[src/include/cocpc_cfg.svh]
`ifndef COCPC_CFG_SVH
`define COCPC_CFG_SVH

// register byte offsets
`define COCPC_OFF_CTRL 8'h00
`define COCPC_OFF_IDLE 8'h04
`define COCPC_OFF_SECFG 8'h08
`define COCPC_OFF_FMT 8'h0c
`define COCPC_OFF_STATUS 8'h10
`define COCPC_OFF_DIV_FIRST 8'h40
`define COCPC_OFF_DIV_LAST 8'h6c

// control register fields
`define COCPC_CTRL_BUF 0
`define COCPC_CTRL_THREE 1
`define COCPC_CTRL_RSTEN 2
`define COCPC_CTRL_FSEN 3

// reset values
`define COCPC_CTRL_RST 4'hc
`define COCPC_IDLE_RST 4'h0
`define COCPC_SECFG_RST 8'h00
`define COCPC_FMT_RST 8'h55
`define COCPC_DIV_RST 8'h02
`define COCPC_SYNC_RST 10'h01f

// output format codes
`define COCPC_FMT_LVPECL 2'h2
`define COCPC_FMT_CML 2'h3

// bus responses
`define COCPC_RESP_OKAY 2'h0
`define COCPC_RESP_SLVERR 2'h2

// timing
`define COCPC_CLK_NS 20
`define COCPC_SQUELCH_NS 200
`define COCPC_REF_MIN_NS 80
`define COCPC_REF_MAX_NS 2000
`define COCPC_DRIFT_PCT 5

`endif

[src/include/cocpc_pkg.sv]
package cocpc_pkg;

    typedef enum logic [1:0] {
        cocpc_st_run,
        cocpc_st_hold,
        cocpc_st_squelch,
        cocpc_st_load
    } cocpc_load_t;

endpackage : cocpc_pkg

[src/rtl/cocpc_bank_gate.sv]
`timescale 1ns/1ps
`include "cocpc_cfg.svh"

module cocpc_bank_gate import cocpc_pkg::*; #(
    parameter int DIV_W = 8
) (
    input wire logic aclk,
    input wire logic aresetn,
    input wire logic enable,
    input wire logic [DIV_W-1:0] div,
    input wire logic idle_level,
    input wire logic single_ended,
    input wire logic complementary,
    output logic out_a,
    output logic out_b,
    output logic running
);

    typedef struct packed {
        logic [DIV_W-1:0] cnt;
        logic [DIV_W-1:0] div_q;
        logic phase;
        logic running;
        logic out_a;
        logic out_b;
        logic [DIV_W:0] hold;
    } cocpc_gate_t;

    localparam int STOP_MAX = 2 * (2 ** DIV_W) + 4;

    cocpc_gate_t s;
    cocpc_gate_t n;
    logic wrap;
    logic inphase;

    assign inphase = single_ended & ~complementary;
    assign wrap = (s.cnt + {{(DIV_W-1){1'b0}}, 1'b1}) >= s.div_q || s.div_q == '0;

    always_comb begin
        n = s;
        // divisor only reloads while stopped, so a live clock never changes rate
        if (!s.running) begin
            n.div_q = div;
        end
        n.cnt = wrap ? '0 : s.cnt + {{(DIV_W-1){1'b0}}, 1'b1};
        if (wrap) begin
            n.phase = ~s.phase;
            // stop only on the natural edge into idle, start only on the edge out of it
            if (s.running && !enable && n.phase == idle_level) begin
                n.running = 1'b0;
            end else if (!s.running && enable && n.phase != idle_level) begin
                n.running = 1'b1;
            end
        end
        n.out_a = n.running ? n.phase : idle_level;
        n.out_b = inphase ? n.out_a : ~n.out_a;
        if (n.out_a != s.out_a) begin
            n.hold = '0;
        end else if (!(&s.hold)) begin
            n.hold = s.hold + {{DIV_W{1'b0}}, 1'b1};
        end
        if (!aresetn) begin
            n = '0;
            // differential pair after reset, so the second leg starts inverted
            n.out_b = 1'b1;
            n.div_q = DIV_W'(`COCPC_DIV_RST);
        end
    end

    always_ff @(posedge aclk) begin
        s <= n;
    end

    assign out_a = s.out_a;
    assign out_b = s.out_b;
    assign running = s.running;
endmodule : cocpc_bank_gate

[src/rtl/cocpc_top.sv]
// Notes on behaviour
// - each bank has its own disable pin
// - master disable stops every bank
// - bank disable pin low means enabled
// - master disable pin low means enabled
// - stopped bank holds configured idle level
// - banks start and stop without runts
// - two plans: high select picks plan
// - three plans: codes 01,10,11; 00 reserved
// - outputs squelched during plan change
// - no reset pin: plan changes only at power-on
// - unassigned selects load plan 0 on a reset pulse
// - generator: alarm on missing reference or unlock
// - outputs hold frequency while alarm active
// - alarm clears when good reference returns
// - generator: alarm 0 present and locked, else 1
// - buffer mode: alarm high on lost reference
// - single-ended pair in phase or complementary
// - no current-mode format in buffer mode
`timescale 1ns/1ps
`include "cocpc_cfg.svh"

module cocpc_top import cocpc_pkg::*; #(
    parameter int DIV_W = 8,
    parameter int ADDR_W = 8,
    parameter int SQUELCH_CYCLES = (`COCPC_SQUELCH_NS + `COCPC_CLK_NS - 1) / `COCPC_CLK_NS,
    parameter int REF_MIN_CYCLES = (`COCPC_REF_MIN_NS + `COCPC_CLK_NS - 1) / `COCPC_CLK_NS,
    parameter int REF_MAX_CYCLES = `COCPC_REF_MAX_NS / `COCPC_CLK_NS
) (
    input wire logic aclk,
    input wire logic aresetn,
    input wire logic [ADDR_W-1:0] s_axi_awaddr,
    input wire logic s_axi_awvalid,
    output logic s_axi_awready,
    input wire logic [31:0] s_axi_wdata,
    input wire logic [3:0] s_axi_wstrb,
    input wire logic s_axi_wvalid,
    output logic s_axi_wready,
    output logic [1:0] s_axi_bresp,
    output logic s_axi_bvalid,
    input wire logic s_axi_bready,
    input wire logic [ADDR_W-1:0] s_axi_araddr,
    input wire logic s_axi_arvalid,
    output logic s_axi_arready,
    output logic [31:0] s_axi_rdata,
    output logic [1:0] s_axi_rresp,
    output logic s_axi_rvalid,
    input wire logic s_axi_rready,
    input wire logic bank0_out_disable_n,
    input wire logic bank1_out_disable_n,
    input wire logic bank2_out_disable_n,
    input wire logic bank3_out_disable_n,
    input wire logic master_out_disable_n,
    input wire logic plan_select_low,
    input wire logic plan_select_high,
    input wire logic device_reset,
    input wire logic pll_locked,
    input wire logic ref_clk,
    output logic [3:0] bank_out_a,
    output logic [3:0] bank_out_b,
    output logic [7:0] bank_format,
    output logic [1:0] active_plan,
    output logic ref_missing_alarm
);

    typedef struct packed {
        logic [9:0] sync1;
        logic [9:0] sync2;
        logic ref_q;
        logic [15:0] ref_cnt;
        logic ref_present;
        logic alarm;
        cocpc_load_t st;
        logic [7:0] sq_cnt;
        logic [1:0] plan;
        logic [3:0] ctrl;
        logic [3:0] idle;
        logic [7:0] secfg;
        logic [7:0] fmt;
        logic [7:0] fmt_out;
        logic [11:0][DIV_W-1:0] div;
        logic aw_have;
        logic [ADDR_W-1:0] awaddr;
        logic w_have;
        logic [31:0] wdata;
        logic [3:0] wstrb;
        logic awready;
        logic wready;
        logic bvalid;
        logic [1:0] bresp;
        logic arready;
        logic rvalid;
        logic [31:0] rdata;
        logic [1:0] rresp;
    } cocpc_state_t;

    localparam int STOP_MAX = 2 * (2 ** DIV_W) + 4;

    cocpc_state_t s;
    cocpc_state_t n;
    logic [9:0] pin_in;
    logic [3:0] bank_en;
    logic [3:0] bank_running;
    logic ref_edge;
    logic fs_hi;
    logic [1:0] fs_code;
    logic master_off;
    logic [ADDR_W-1:0] raddr;

    function automatic logic [31:0] cocpc_merge(input logic [31:0] old_word,
                                                input logic [31:0] new_word,
                                                input logic [3:0] strb);
        logic [31:0] r;
        r = old_word;
        for (int b = 0; b < 4; b++) begin
            if (strb[b]) begin
                r[8*b +: 8] = new_word[8*b +: 8];
            end
        end
        return r;
    endfunction : cocpc_merge

    function automatic logic cocpc_div_hit(input logic [ADDR_W-1:0] a);
        return a >= ADDR_W'(`COCPC_OFF_DIV_FIRST) && a <= ADDR_W'(`COCPC_OFF_DIV_LAST);
    endfunction : cocpc_div_hit

    function automatic logic [3:0] cocpc_div_idx(input logic [ADDR_W-1:0] a);
        return 4'((a - ADDR_W'(`COCPC_OFF_DIV_FIRST)) >> 2);
    endfunction : cocpc_div_idx

    assign pin_in = {ref_clk, pll_locked, device_reset, plan_select_high, plan_select_low,
                     master_out_disable_n, bank3_out_disable_n, bank2_out_disable_n,
                     bank1_out_disable_n, bank0_out_disable_n};
    assign ref_edge = s.sync2[9] & ~s.ref_q;
    assign fs_hi = s.sync2[6];
    assign fs_code = {s.sync2[6], s.sync2[5]};
    assign master_off = s.sync2[4];
    assign raddr = {s_axi_araddr[ADDR_W-1:2], 2'b00};

    // any bank runs only with its own pin low, master low and no plan change
    assign bank_en = ~s.sync2[3:0] & {4{~master_off}} & {4{s.st == cocpc_st_run}};

    always_comb begin
        logic [1:0] fld;
        fld = 2'h0;
        n = s;
        n.sync1 = pin_in;
        n.sync2 = s.sync1;
        n.ref_q = s.sync2[9];

        // reference presence by period window; a stuck input times out
        if (ref_edge) begin
            n.ref_cnt = '0;
            n.ref_present = s.ref_cnt >= 16'(REF_MIN_CYCLES - 1)
                         && s.ref_cnt <= 16'(REF_MAX_CYCLES - 1);
        end else if (s.ref_cnt > 16'(REF_MAX_CYCLES)) begin
            n.ref_present = 1'b0;
        end else begin
            n.ref_cnt = s.ref_cnt + 16'h0001;
        end
        if (s.ctrl[`COCPC_CTRL_BUF]) begin
            n.alarm = ~s.ref_present;
        end else begin
            n.alarm = ~(s.ref_present & s.sync2[8]);
        end

        unique case (s.st)
            cocpc_st_run: begin
                // selects are ignored here; only a reset pulse reloads them
                if (s.ctrl[`COCPC_CTRL_RSTEN] && s.sync2[7]) begin
                    n.st = cocpc_st_hold;
                end
            end
            cocpc_st_hold: begin
                if (!s.sync2[7]) begin
                    n.st = cocpc_st_squelch;
                    n.sq_cnt = 8'h00;
                end
            end
            cocpc_st_squelch: begin
                if (s.sq_cnt < 8'(SQUELCH_CYCLES - 1)) begin
                    n.sq_cnt = s.sq_cnt + 8'h01;
                end else if (bank_running == 4'h0) begin
                    n.st = cocpc_st_load;
                end
            end
            cocpc_st_load: begin
                if (!s.ctrl[`COCPC_CTRL_FSEN]) begin
                    n.plan = 2'h0;
                end else if (!s.ctrl[`COCPC_CTRL_THREE]) begin
                    n.plan = {1'b0, fs_hi};
                end else if (fs_code != 2'h0) begin
                    n.plan = fs_code - 2'h1;
                end
                n.st = cocpc_st_run;
            end
        endcase

        if (s_axi_awvalid && s.awready) begin
            n.aw_have = 1'b1;
            n.awaddr = {s_axi_awaddr[ADDR_W-1:2], 2'b00};
        end
        if (s_axi_wvalid && s.wready) begin
            n.w_have = 1'b1;
            n.wdata = s_axi_wdata;
            n.wstrb = s_axi_wstrb;
        end
        if (s.bvalid && s_axi_bready) begin
            n.bvalid = 1'b0;
        end
        if (n.aw_have && n.w_have && !s.bvalid) begin
            n.aw_have = 1'b0;
            n.w_have = 1'b0;
            n.bvalid = 1'b1;
            n.bresp = `COCPC_RESP_OKAY;
            if (n.awaddr == ADDR_W'(`COCPC_OFF_CTRL)) begin
                n.ctrl = 4'(cocpc_merge({28'h0, s.ctrl}, n.wdata, n.wstrb));
            end else if (n.awaddr == ADDR_W'(`COCPC_OFF_IDLE)) begin
                n.idle = 4'(cocpc_merge({28'h0, s.idle}, n.wdata, n.wstrb));
            end else if (n.awaddr == ADDR_W'(`COCPC_OFF_SECFG)) begin
                n.secfg = 8'(cocpc_merge({24'h0, s.secfg}, n.wdata, n.wstrb));
            end else if (n.awaddr == ADDR_W'(`COCPC_OFF_FMT)) begin
                n.fmt = 8'(cocpc_merge({24'h0, s.fmt}, n.wdata, n.wstrb));
            end else if (cocpc_div_hit(n.awaddr)) begin
                n.div[cocpc_div_idx(n.awaddr)] = DIV_W'(cocpc_merge(
                    32'(s.div[cocpc_div_idx(n.awaddr)]), n.wdata, n.wstrb));
            end else if (n.awaddr != ADDR_W'(`COCPC_OFF_STATUS)) begin
                n.bresp = `COCPC_RESP_SLVERR;
            end
        end
        n.awready = !n.aw_have && !n.bvalid;
        n.wready = !n.w_have && !n.bvalid;

        if (s.rvalid && s_axi_rready) begin
            n.rvalid = 1'b0;
        end
        if (s_axi_arvalid && s.arready) begin
            n.rvalid = 1'b1;
            n.rresp = `COCPC_RESP_OKAY;
            n.rdata = 32'h0000_0000;
            if (raddr == ADDR_W'(`COCPC_OFF_CTRL)) begin
                n.rdata = {28'h0, s.ctrl};
            end else if (raddr == ADDR_W'(`COCPC_OFF_IDLE)) begin
                n.rdata = {28'h0, s.idle};
            end else if (raddr == ADDR_W'(`COCPC_OFF_SECFG)) begin
                n.rdata = {24'h0, s.secfg};
            end else if (raddr == ADDR_W'(`COCPC_OFF_FMT)) begin
                n.rdata = {24'h0, s.fmt_out};
            end else if (raddr == ADDR_W'(`COCPC_OFF_STATUS)) begin
                n.rdata = {20'h0, bank_running, 2'b00, s.st != cocpc_st_run, s.plan,
                           s.sync2[8], s.ref_present, s.alarm};
            end else if (cocpc_div_hit(raddr)) begin
                n.rdata = 32'(s.div[cocpc_div_idx(raddr)]);
            end else begin
                n.rresp = `COCPC_RESP_SLVERR;
            end
        end
        n.arready = !n.rvalid;

        // current-mode code is replaced while bypassing the PLL
        for (int b = 0; b < 4; b++) begin
            fld = n.fmt[2*b +: 2];
            if (n.ctrl[`COCPC_CTRL_BUF] && fld == `COCPC_FMT_CML) begin
                n.fmt_out[2*b +: 2] = `COCPC_FMT_LVPECL;
            end else begin
                n.fmt_out[2*b +: 2] = fld;
            end
        end

        if (!aresetn) begin
            n = '0;
            n.sync1 = `COCPC_SYNC_RST;
            n.sync2 = `COCPC_SYNC_RST;
            n.alarm = 1'b1;
            // power-on goes through squelch and load, which samples the selects
            n.st = cocpc_st_squelch;
            n.ctrl = `COCPC_CTRL_RST;
            n.idle = `COCPC_IDLE_RST;
            n.secfg = `COCPC_SECFG_RST;
            n.fmt = `COCPC_FMT_RST;
            n.fmt_out = `COCPC_FMT_RST;
            for (int d = 0; d < 12; d++) begin
                n.div[d] = DIV_W'(`COCPC_DIV_RST);
            end
        end
    end

    always_ff @(posedge aclk) begin
        s <= n;
    end

    for (genvar i = 0; i < 4; i++) begin : g_bank
        cocpc_bank_gate #(
            .DIV_W(DIV_W)
        ) u_gate (
            .aclk(aclk),
            .aresetn(aresetn),
            .enable(bank_en[i]),
            .div(s.div[{s.plan, 2'(i)}]),
            .idle_level(s.idle[i]),
            .single_ended(s.secfg[i]),
            .complementary(s.secfg[4+i]),
            .out_a(bank_out_a[i]),
            .out_b(bank_out_b[i]),
            .running(bank_running[i])
        );
    end

    assign s_axi_awready = s.awready;
    assign s_axi_wready = s.wready;
    assign s_axi_bvalid = s.bvalid;
    assign s_axi_bresp = s.bresp;
    assign s_axi_arready = s.arready;
    assign s_axi_rvalid = s.rvalid;
    assign s_axi_rdata = s.rdata;
    assign s_axi_rresp = s.rresp;
    assign bank_format = s.fmt_out;
    assign active_plan = s.plan;
    assign ref_missing_alarm = s.alarm;
endmodule : cocpc_top

[config.mk]
export PLATFORM = sky130hd
export DESIGN_NAME = cocpc_top
export DESIGN_NICKNAME = d
export VERILOG_FILES = /design/src/include/cocpc_pkg.sv /design/src/rtl/cocpc_bank_gate.sv /design/src/rtl/cocpc_top.sv
export VERILOG_INCLUDE_DIRS = /design/src /design/src/include
export SDC_FILE = /design/constraint.sdc
export NUM_CORES = 1
export LEC_CHECK = 0
export BUFFER_PORTS_ARGS = -buffer_cell sky130_fd_sc_hd__buf_2
export CAP_MARGIN = 40
export CORE_ASPECT_RATIO = 1.4
export CORE_MARGIN = 2
export CORE_UTILIZATION = 60
export CTS_CLUSTER_SIZE = 24
export DETAILED_ROUTE_END_ITERATION = 6
export GPL_TIMING_DRIVEN = 1
export PLACE_DENSITY_LB_ADDON = 0.3
export REMOVE_ABC_BUFFERS = 1
export SLEW_MARGIN = 15
export SYNTH_ARGS = -nofsm -noshare
export SYNTH_HDL_FRONTEND = slang
export SYNTH_SLANG_ARGS = --single-unit
export TNS_END_PERCENT = 10
[constraint.sdc]
create_clock -name aclk -period 3.3 [get_ports aclk]
set_clock_uncertainty 0.05 [all_clocks]
set_input_delay 0 -clock aclk [delete_from_list [all_inputs] [get_ports aclk]]
set_output_delay 0 -clock aclk [all_outputs]
set_load 0.01 [all_outputs]
## After elaboration in Yosys (flattened, before gate mapping)

Index checks and enable logic that the tools add are counted.

- Word-level logic and storage cells: 325
- Input port bits: 69
- Register bits: 346
- Output and inout bits: 60

- Equality and inequality tests: 29
- $add $sub $neg: 9
- Reduce and logical (&&, ||, !) cells: 75
- Magnitude comparators: 19
- Bitwise gates (word level): 30
- Muxes and demuxes: 97

Operator list:

| operator | number |
|---|---|
| $mux 8 | 21 |
| $bwmux 96 | 1 |
| $bmux 8 s2 | 4 |
| $bmux 8 s4 | 2 |
| $mux 12 | 5 |
| $mux 2 | 26 |
| $logic_not 8->1 | 6 |
| $add 8x1->8 const B | 5 |
| $mux 37 | 1 |
| $mux 35 | 1 |
| $logic_and 1x1->1 | 34 |
| $demux 8 s4 | 1 |
| $ge 8x8->1 | 4 |
| $lt 4x5->1 const B | 6 |
| $mux 1 | 25 |
| $mux 21 | 1 |
| $not 1->1 | 21 |
| $mux 20 | 1 |
| $add 16x1->16 const B | 1 |
| $eq 8x4->1 const B | 2 |
| $ge 16x2->1 const B | 1 |
| $ge 8x7->1 const B | 2 |
| $gt 16x7->1 const B | 1 |
| $le 16x7->1 const B | 1 |
| 38 further kinds | 86 |

## Longest topological paths before layout

- Depth in word-level cells: 13
- Gate-level depth with buffers: 12
- Depth with buffers taken out: 11

## Modules after synthesis

A second synthesis with hierarchy kept.

- Cells, all modules: 1,748
- Area, all modules: 15,421.0 um^2

By module, submodules not included:

| module | cells an instance | seq. area each (um^2) | area an instance (um^2) | times used |
|---|---|---|---|---|
| cocpc_top | 1,300 | 4,344.2 | 11,382.2 | 1 |
| cocpc_bank_gate | 112 | 400.4 | 1,009.7 | 4 |

## Least setup slack after synthesis

Ideal clock, no wire load.

- Path kind: register to register
- Start point: register g_bank[3].u_gate.s[21] (netlist bit)
- End point: register g_bank[3].u_gate.s (netlist bit g_bank[3].u_gate.out_b)
- Data required time: 3,122 ps
- Data arrival time: 2,609 ps
- Setup slack: 513 ps
- Path buffers: 1
- Period minus slack after synthesis: 2,787 ps
- Stages on the path, launching flop included: 13
- Setup time: 128 ps
- Path through: dfxtp_1 -> ha_1 -> nand3_1 -> nor2_1 -> xor2_1 -> ha_1 -> o21a_1 -> a221o_1 -> a21oi_1 -> clkbuf_1 -> o221ai_1 -> nor4b_1 -> a31oi_1

- Word-level cells in the longest chain between the ends: 7

RTL lines:

| what | RTL line | RTL |
|---|---|---|
| start: declaration | cocpc_bank_gate.sv:31 | `cocpc_gate_t s;` |
| start signal: assignment | cocpc_bank_gate.sv:71 | `s <= n;` |
| $add 8x1->8 (*) | cocpc_bank_gate.sv:37 | `assign wrap = (s.cnt + {{(DIV_W-1){1'b0}}, 1'b1}) >= s.div_q \|\| s.div_q == '0;` |
| $ge 8x8->1 (*) | cocpc_bank_gate.sv:37 |  |
| $logic_or 1x1->1 (*) | cocpc_bank_gate.sv:37 |  |
| $mux 2 (*) | cocpc_bank_gate.sv:46 | `if (wrap) begin` |
| $mux 1 (*) | cocpc_bank_gate.sv:55 | `n.out_a = n.running ? n.phase : idle_level;` |
| $not 1->1 | cocpc_bank_gate.sv:56 | `n.out_b = inphase ? n.out_a : ~n.out_a;` |
| $mux 1 (*) | cocpc_bank_gate.sv:56 |  |

Mark *: on every way between the ends. The rest lies on a longest branch, timed or not.
A chain may end at the register's enable or synchronous reset.

## Worst setup path after layout

- Start point: register s (netlist bit s_axi_awready)
- End point: register s[92] (netlist bit)

- Word-level cells in the longest chain between the ends: 13
- Elaborated cells between the ends (all ways): 32
- Those cells by class: add/sub (1); order compare (4); eq/ne (3); mux (13); bitwise (4); reduce/logical (7)

RTL lines:

| what | RTL line | RTL |
|---|---|---|
| start: declaration | cocpc_top.sv:99 | `cocpc_state_t s;` |
| start signal: assignment | cocpc_top.sv:289 | `s <= n;` |
| $logic_and 1x1->1 (*) | cocpc_top.sv:199 | `if (s_axi_awvalid && s.awready) begin` |
| $mux 9 (*) | cocpc_top.sv:199 |  |
| $sub 6x1->6 | cocpc_top.sv:128 | `` return 4'((a - ADDR_W'(`COCPC_OFF_DIV_FIRST)) >> 2); `` |
| $bmux 8 s4 | cocpc_top.sv:226 | `32'(s.div[cocpc_div_idx(n.awaddr)]), n.wdata, n.wstrb));` |
| $mux 8 (implied by the code) | cocpc_top.sv:226 |  |
| $mux 8 | cocpc_top.sv:116 | `if (strb[b]) begin` |
| $mux 8 | cocpc_top.sv:224 | `end else if (cocpc_div_hit(n.awaddr)) begin` |
| $mux 8 | cocpc_top.sv:222 | `` end else if (n.awaddr == ADDR_W'(`COCPC_OFF_FMT)) begin `` |
| $mux 8 | cocpc_top.sv:220 | `` end else if (n.awaddr == ADDR_W'(`COCPC_OFF_SECFG)) begin `` |
| $mux 8 | cocpc_top.sv:218 | `` end else if (n.awaddr == ADDR_W'(`COCPC_OFF_IDLE)) begin `` |
| $mux 8 | cocpc_top.sv:216 | `` if (n.awaddr == ADDR_W'(`COCPC_OFF_CTRL)) begin `` |
| $mux 8 | cocpc_top.sv:211 | `if (n.aw_have && n.w_have && !s.bvalid) begin` |
| $bwmux 96 | cocpc_top.sv:225 | `n.div[cocpc_div_idx(n.awaddr)] = DIV_W'(cocpc_merge(` |

Mark *: on every way between the ends. The rest lies on a longest branch, timed or not. The select of a mux whose other input is x is not followed.

==> results.sh <==
export IMPL_crit_path_start_kind="flop"
export IMPL_clkLatencyLatePin_ns=0.56
export IMPL_hold_end="s_axi_bresp[1]"
export IMPL_synth_warnings=0
export IMPL_status="finished clean"
export IMPL_drt_iter0_markers=1093
export IMPL_dpl_cell_area_sq_mm=0.0155
export IMPL_reg2reg_from="s_axi_awready"
export IMPL_maxSlewHeadroom_pct=36.5
export IMPL_htreeDepth=1
export IMPL_path_class="flop to flop"
export IMPL_synth_area_leader_cell="dfxtp_1"
export IMPL_period_share_pct=90.1
export IMPL_holdCritStartpoint="s_axi_awaddr[3]"
export IMPL_yosysUniqueCellTypes=79
export IMPL_die_area_sq_mm=0.0264
export IMPL_place_gp_congestion=0.981
export IMPL_rows=68
export IMPL_cts_root_buf="clkbuf_16"
export IMPL_maxSlewViolCount=0
export IMPL_synth_edf_count=0
export IMPL_hpwl_mm=30.5
export IMPL_mostFrequentLayoutCell="dfxtp_1"
export IMPL_fin_area_sq_mm=0.0169
export IMPL_drt_total_wl_mm=43.1
export IMPL_irDropWorstVdd_uv=598
export IMPL_synthArstFlopShare_pct=0
export IMPL_startpoint="s_axi_awready"
export IMPL_synthesis_area_sq_mm=0.0151
export IMPL_required_ns=3.65
export IMPL_die_x_microns=138
export IMPL_cts_buffers=29
export IMPL_rsz0062_at_grt="false"
export IMPL_cts_tree="done"
export IMPL_end_kind="flop"
export IMPL_critical_path_arrival_ns=3.33
export IMPL_nets=1864
export IMPL_diodes=0
export IMPL_ys_seq_area_share_pct=39.4
export IMPL_path_clk_slew_ns=0.06
export IMPL_clockBufferDepth=3
export IMPL_antenna_found_initial=0
export IMPL_synth_area_leaders="dfxtp_1 39%, mux2i_1 5.1%, a21oi_1 4.9%, mux4_2 4.2%, o21ai_0 4.0%"
export IMPL_cap_viol_max_count=0
export IMPL_wl_per_cell_microns=20.7
export IMPL_synth_flop_cell="dfxtp_1"
export IMPL_reg2reg_to="s[92]"
export IMPL_ys_ff_latch=297
export IMPL_drc=0
export IMPL_setup_viol=0
export IMPL_power_density_mw_per_mm2=535
export IMPL_cts_num_sinks=297
export IMPL_min_path_cells=6
export IMPL_post_cts_repair_setup_buffers=0
export IMPL_p_leak_nw=6.90
export IMPL_avgSynthCellArea_sq_um=8.97
export IMPL_grt_pass1_wl_mm=66.8
export IMPL_syn_inst=1682
export IMPL_grt_pass1_vias=12493
export IMPL_initial_core_util_pct=61.2
export IMPL_r2r_slack_ns=0.33
export IMPL_io_pins=129
export IMPL_port_buffers=75
export IMPL_setup_tns_ns=0
export IMPL_fp_dieH_microns=192
export IMPL_grt_overflow_total=0
export IMPL_via_per_inst=6.37
export IMPL_area_growth_pct=12.1
export IMPL_fmax_mhz=336
export IMPL_max_slew_worst_pin_slew_ns=0.949
export IMPL_detail_route_antenna_nets=0
export IMPL_drive_above_1_share_pct=15.3
export IMPL_drt_first_pass_iters=5
export IMPL_core_area_sq_mm=0.0247
export IMPL_hold_class="input pin to flop"
export IMPL_fin_crit_ns=2.97
export IMPL_reg2reg_depth=8
export IMPL_grt_usage_pct=31.2
export IMPL_crit_fanout=17
export IMPL_layout_common_cells="296 x dfxtp_1, 147 x a21oi_1, 134 x nor2_1, 121 x o21ai_0, 91 x nand2_1"
export IMPL_synth_top_area_share_pct=39.4
export IMPL_hold_viol_final=0
export IMPL_vias=13283
export IMPL_grt_max_degree=106
## cell usage after synthesis, types with 6 or more instances
cell type / n
buf_4: 69
nand3_1: 43
mux2_2: 15
inv_1: 57
nor4_1: 13
and3_1: 56
nand2_1: 91
ha_1: 45
or3_1: 8
and2_1: 28
nor3b_1: 9
nor2_1: 134
o21ai_0: 121
mux2i_1: 77
buf_2: 24
xor2_1: 17
clkbuf_1: 57
nand4_1: 6
a31oi_1: 16
a211oi_1: 65
o211ai_1: 18
a2111oi_0: 10
a22oi_1: 8
mux4_2: 28
nor2b_1: 12
a221oi_1: 6
dfxtp_1: 297
nand2b_1: 34
nor3_1: 33
o211a_1: 8
xnor2_1: 21
buf_1: 10
a21oi_1: 148
o22ai_1: 11
## stage by stage
step	worst slack, ns	cells	power (W)	hold slack (ns)	util, %
6_report	0.325	2085	0.00905	0.0427	68.6
5_1_grt	0.0752	2085	0.00937	0.106	68.6
4_1_cts	0.220	2083	0.00902	0.0210	68.4
3_5_place_dp	0.239	1992	0.00559	0.135	62.8
3_3_place_gp	0.324	1988	0.00552	0.132	62.6
2_1_floorplan	0.125	1540	0.00497	0.0119	-
## cell families after synthesis
family                     Yosys count  share of synthesized area, %
AOI/OAI and AO/OA                  459                          19.1
xor gates and xnor gates            38                          2.21
adders and majority gates           45                          3.73
buffers and inverters              221                          7.56
DFF                                297                          39.4
muxes                              122                          10.6
other                                1                        0.0249
and+or+nand+nor                    499                          17.4
## where the power goes
part / internal [W] / switching [W]
Clock: 0.00205 / 0.00140
Sequential: 0.00373 / 0.000133
Combinational: 0.000688 / 0.00105
## metal layers
layer	global-route usage (%)	share of wire (%)	vias to the layer above
li1	-	-	6127
met4	18.3	6.2	0
met2	53.7	48	636
met3	3.52	6.9	182
met1	38.0	38	6338
met5	0	0	-
## repair_timing
| action | 4_1_cts | 5_1_grt |
|---|---|---|
| hold endpoints to repair | 78 | 0 |
| endpoints found under the setup margin | 0 | 1 |
| hold buffers | 40 | 0 |
| resized for setup | 0 | 1 |
## layout make-up
| type | count | area, sq um |
|---|---|---|
| well taps | 315 | 394 |
| multi-input cells | 1185 | 8080 |
| inverters | 58 | 218 |
| clock inverters | 9 | 150 |
| fillers | 1939 | 7760 |
| flip-flops and latches | 297 | 5950 |
| clock buffers | 42 | 835 |
| repair buffers | 179 | 1290 |
## flip-flops by register name, indices dropped and copies added (netlist names), 2 cells and up
name / count
active_plan: 2
g_bank.u_gate.s: 68
g_bank.u_gate.out_b: 4
fs_code: 2
s: 184
g_bank.u_gate.running: 4
g_bank.u_gate.out_a: 4
s_axi_rdata: 12
bank_format: 8
## worst max-delay path by stage
stage                                   to  slack, ns
floorplan                           s[200]       0.12
global placement    g_bank[3].u_gate.out_a       0.32
detailed placement  g_bank[3].u_gate.out_a       0.24
CTS                 g_bank[3].u_gate.out_a       0.22
global route        g_bank[2].u_gate.out_b       0.08
finish                               s[92]       0.33
## critical path, stage by stage (launching register included)
cell and delay (ns):
dfxtp_1 0.47, a21bo_2 0.41, nand2_1 0.29, buf_4 0.27, a2111oi_0 0.51, nor4_1 0.17
a211oi_2 0.33, buf_4 0.24, a21oi_1 0.08
Note: power is estimated with default switching activity, not from simulation.
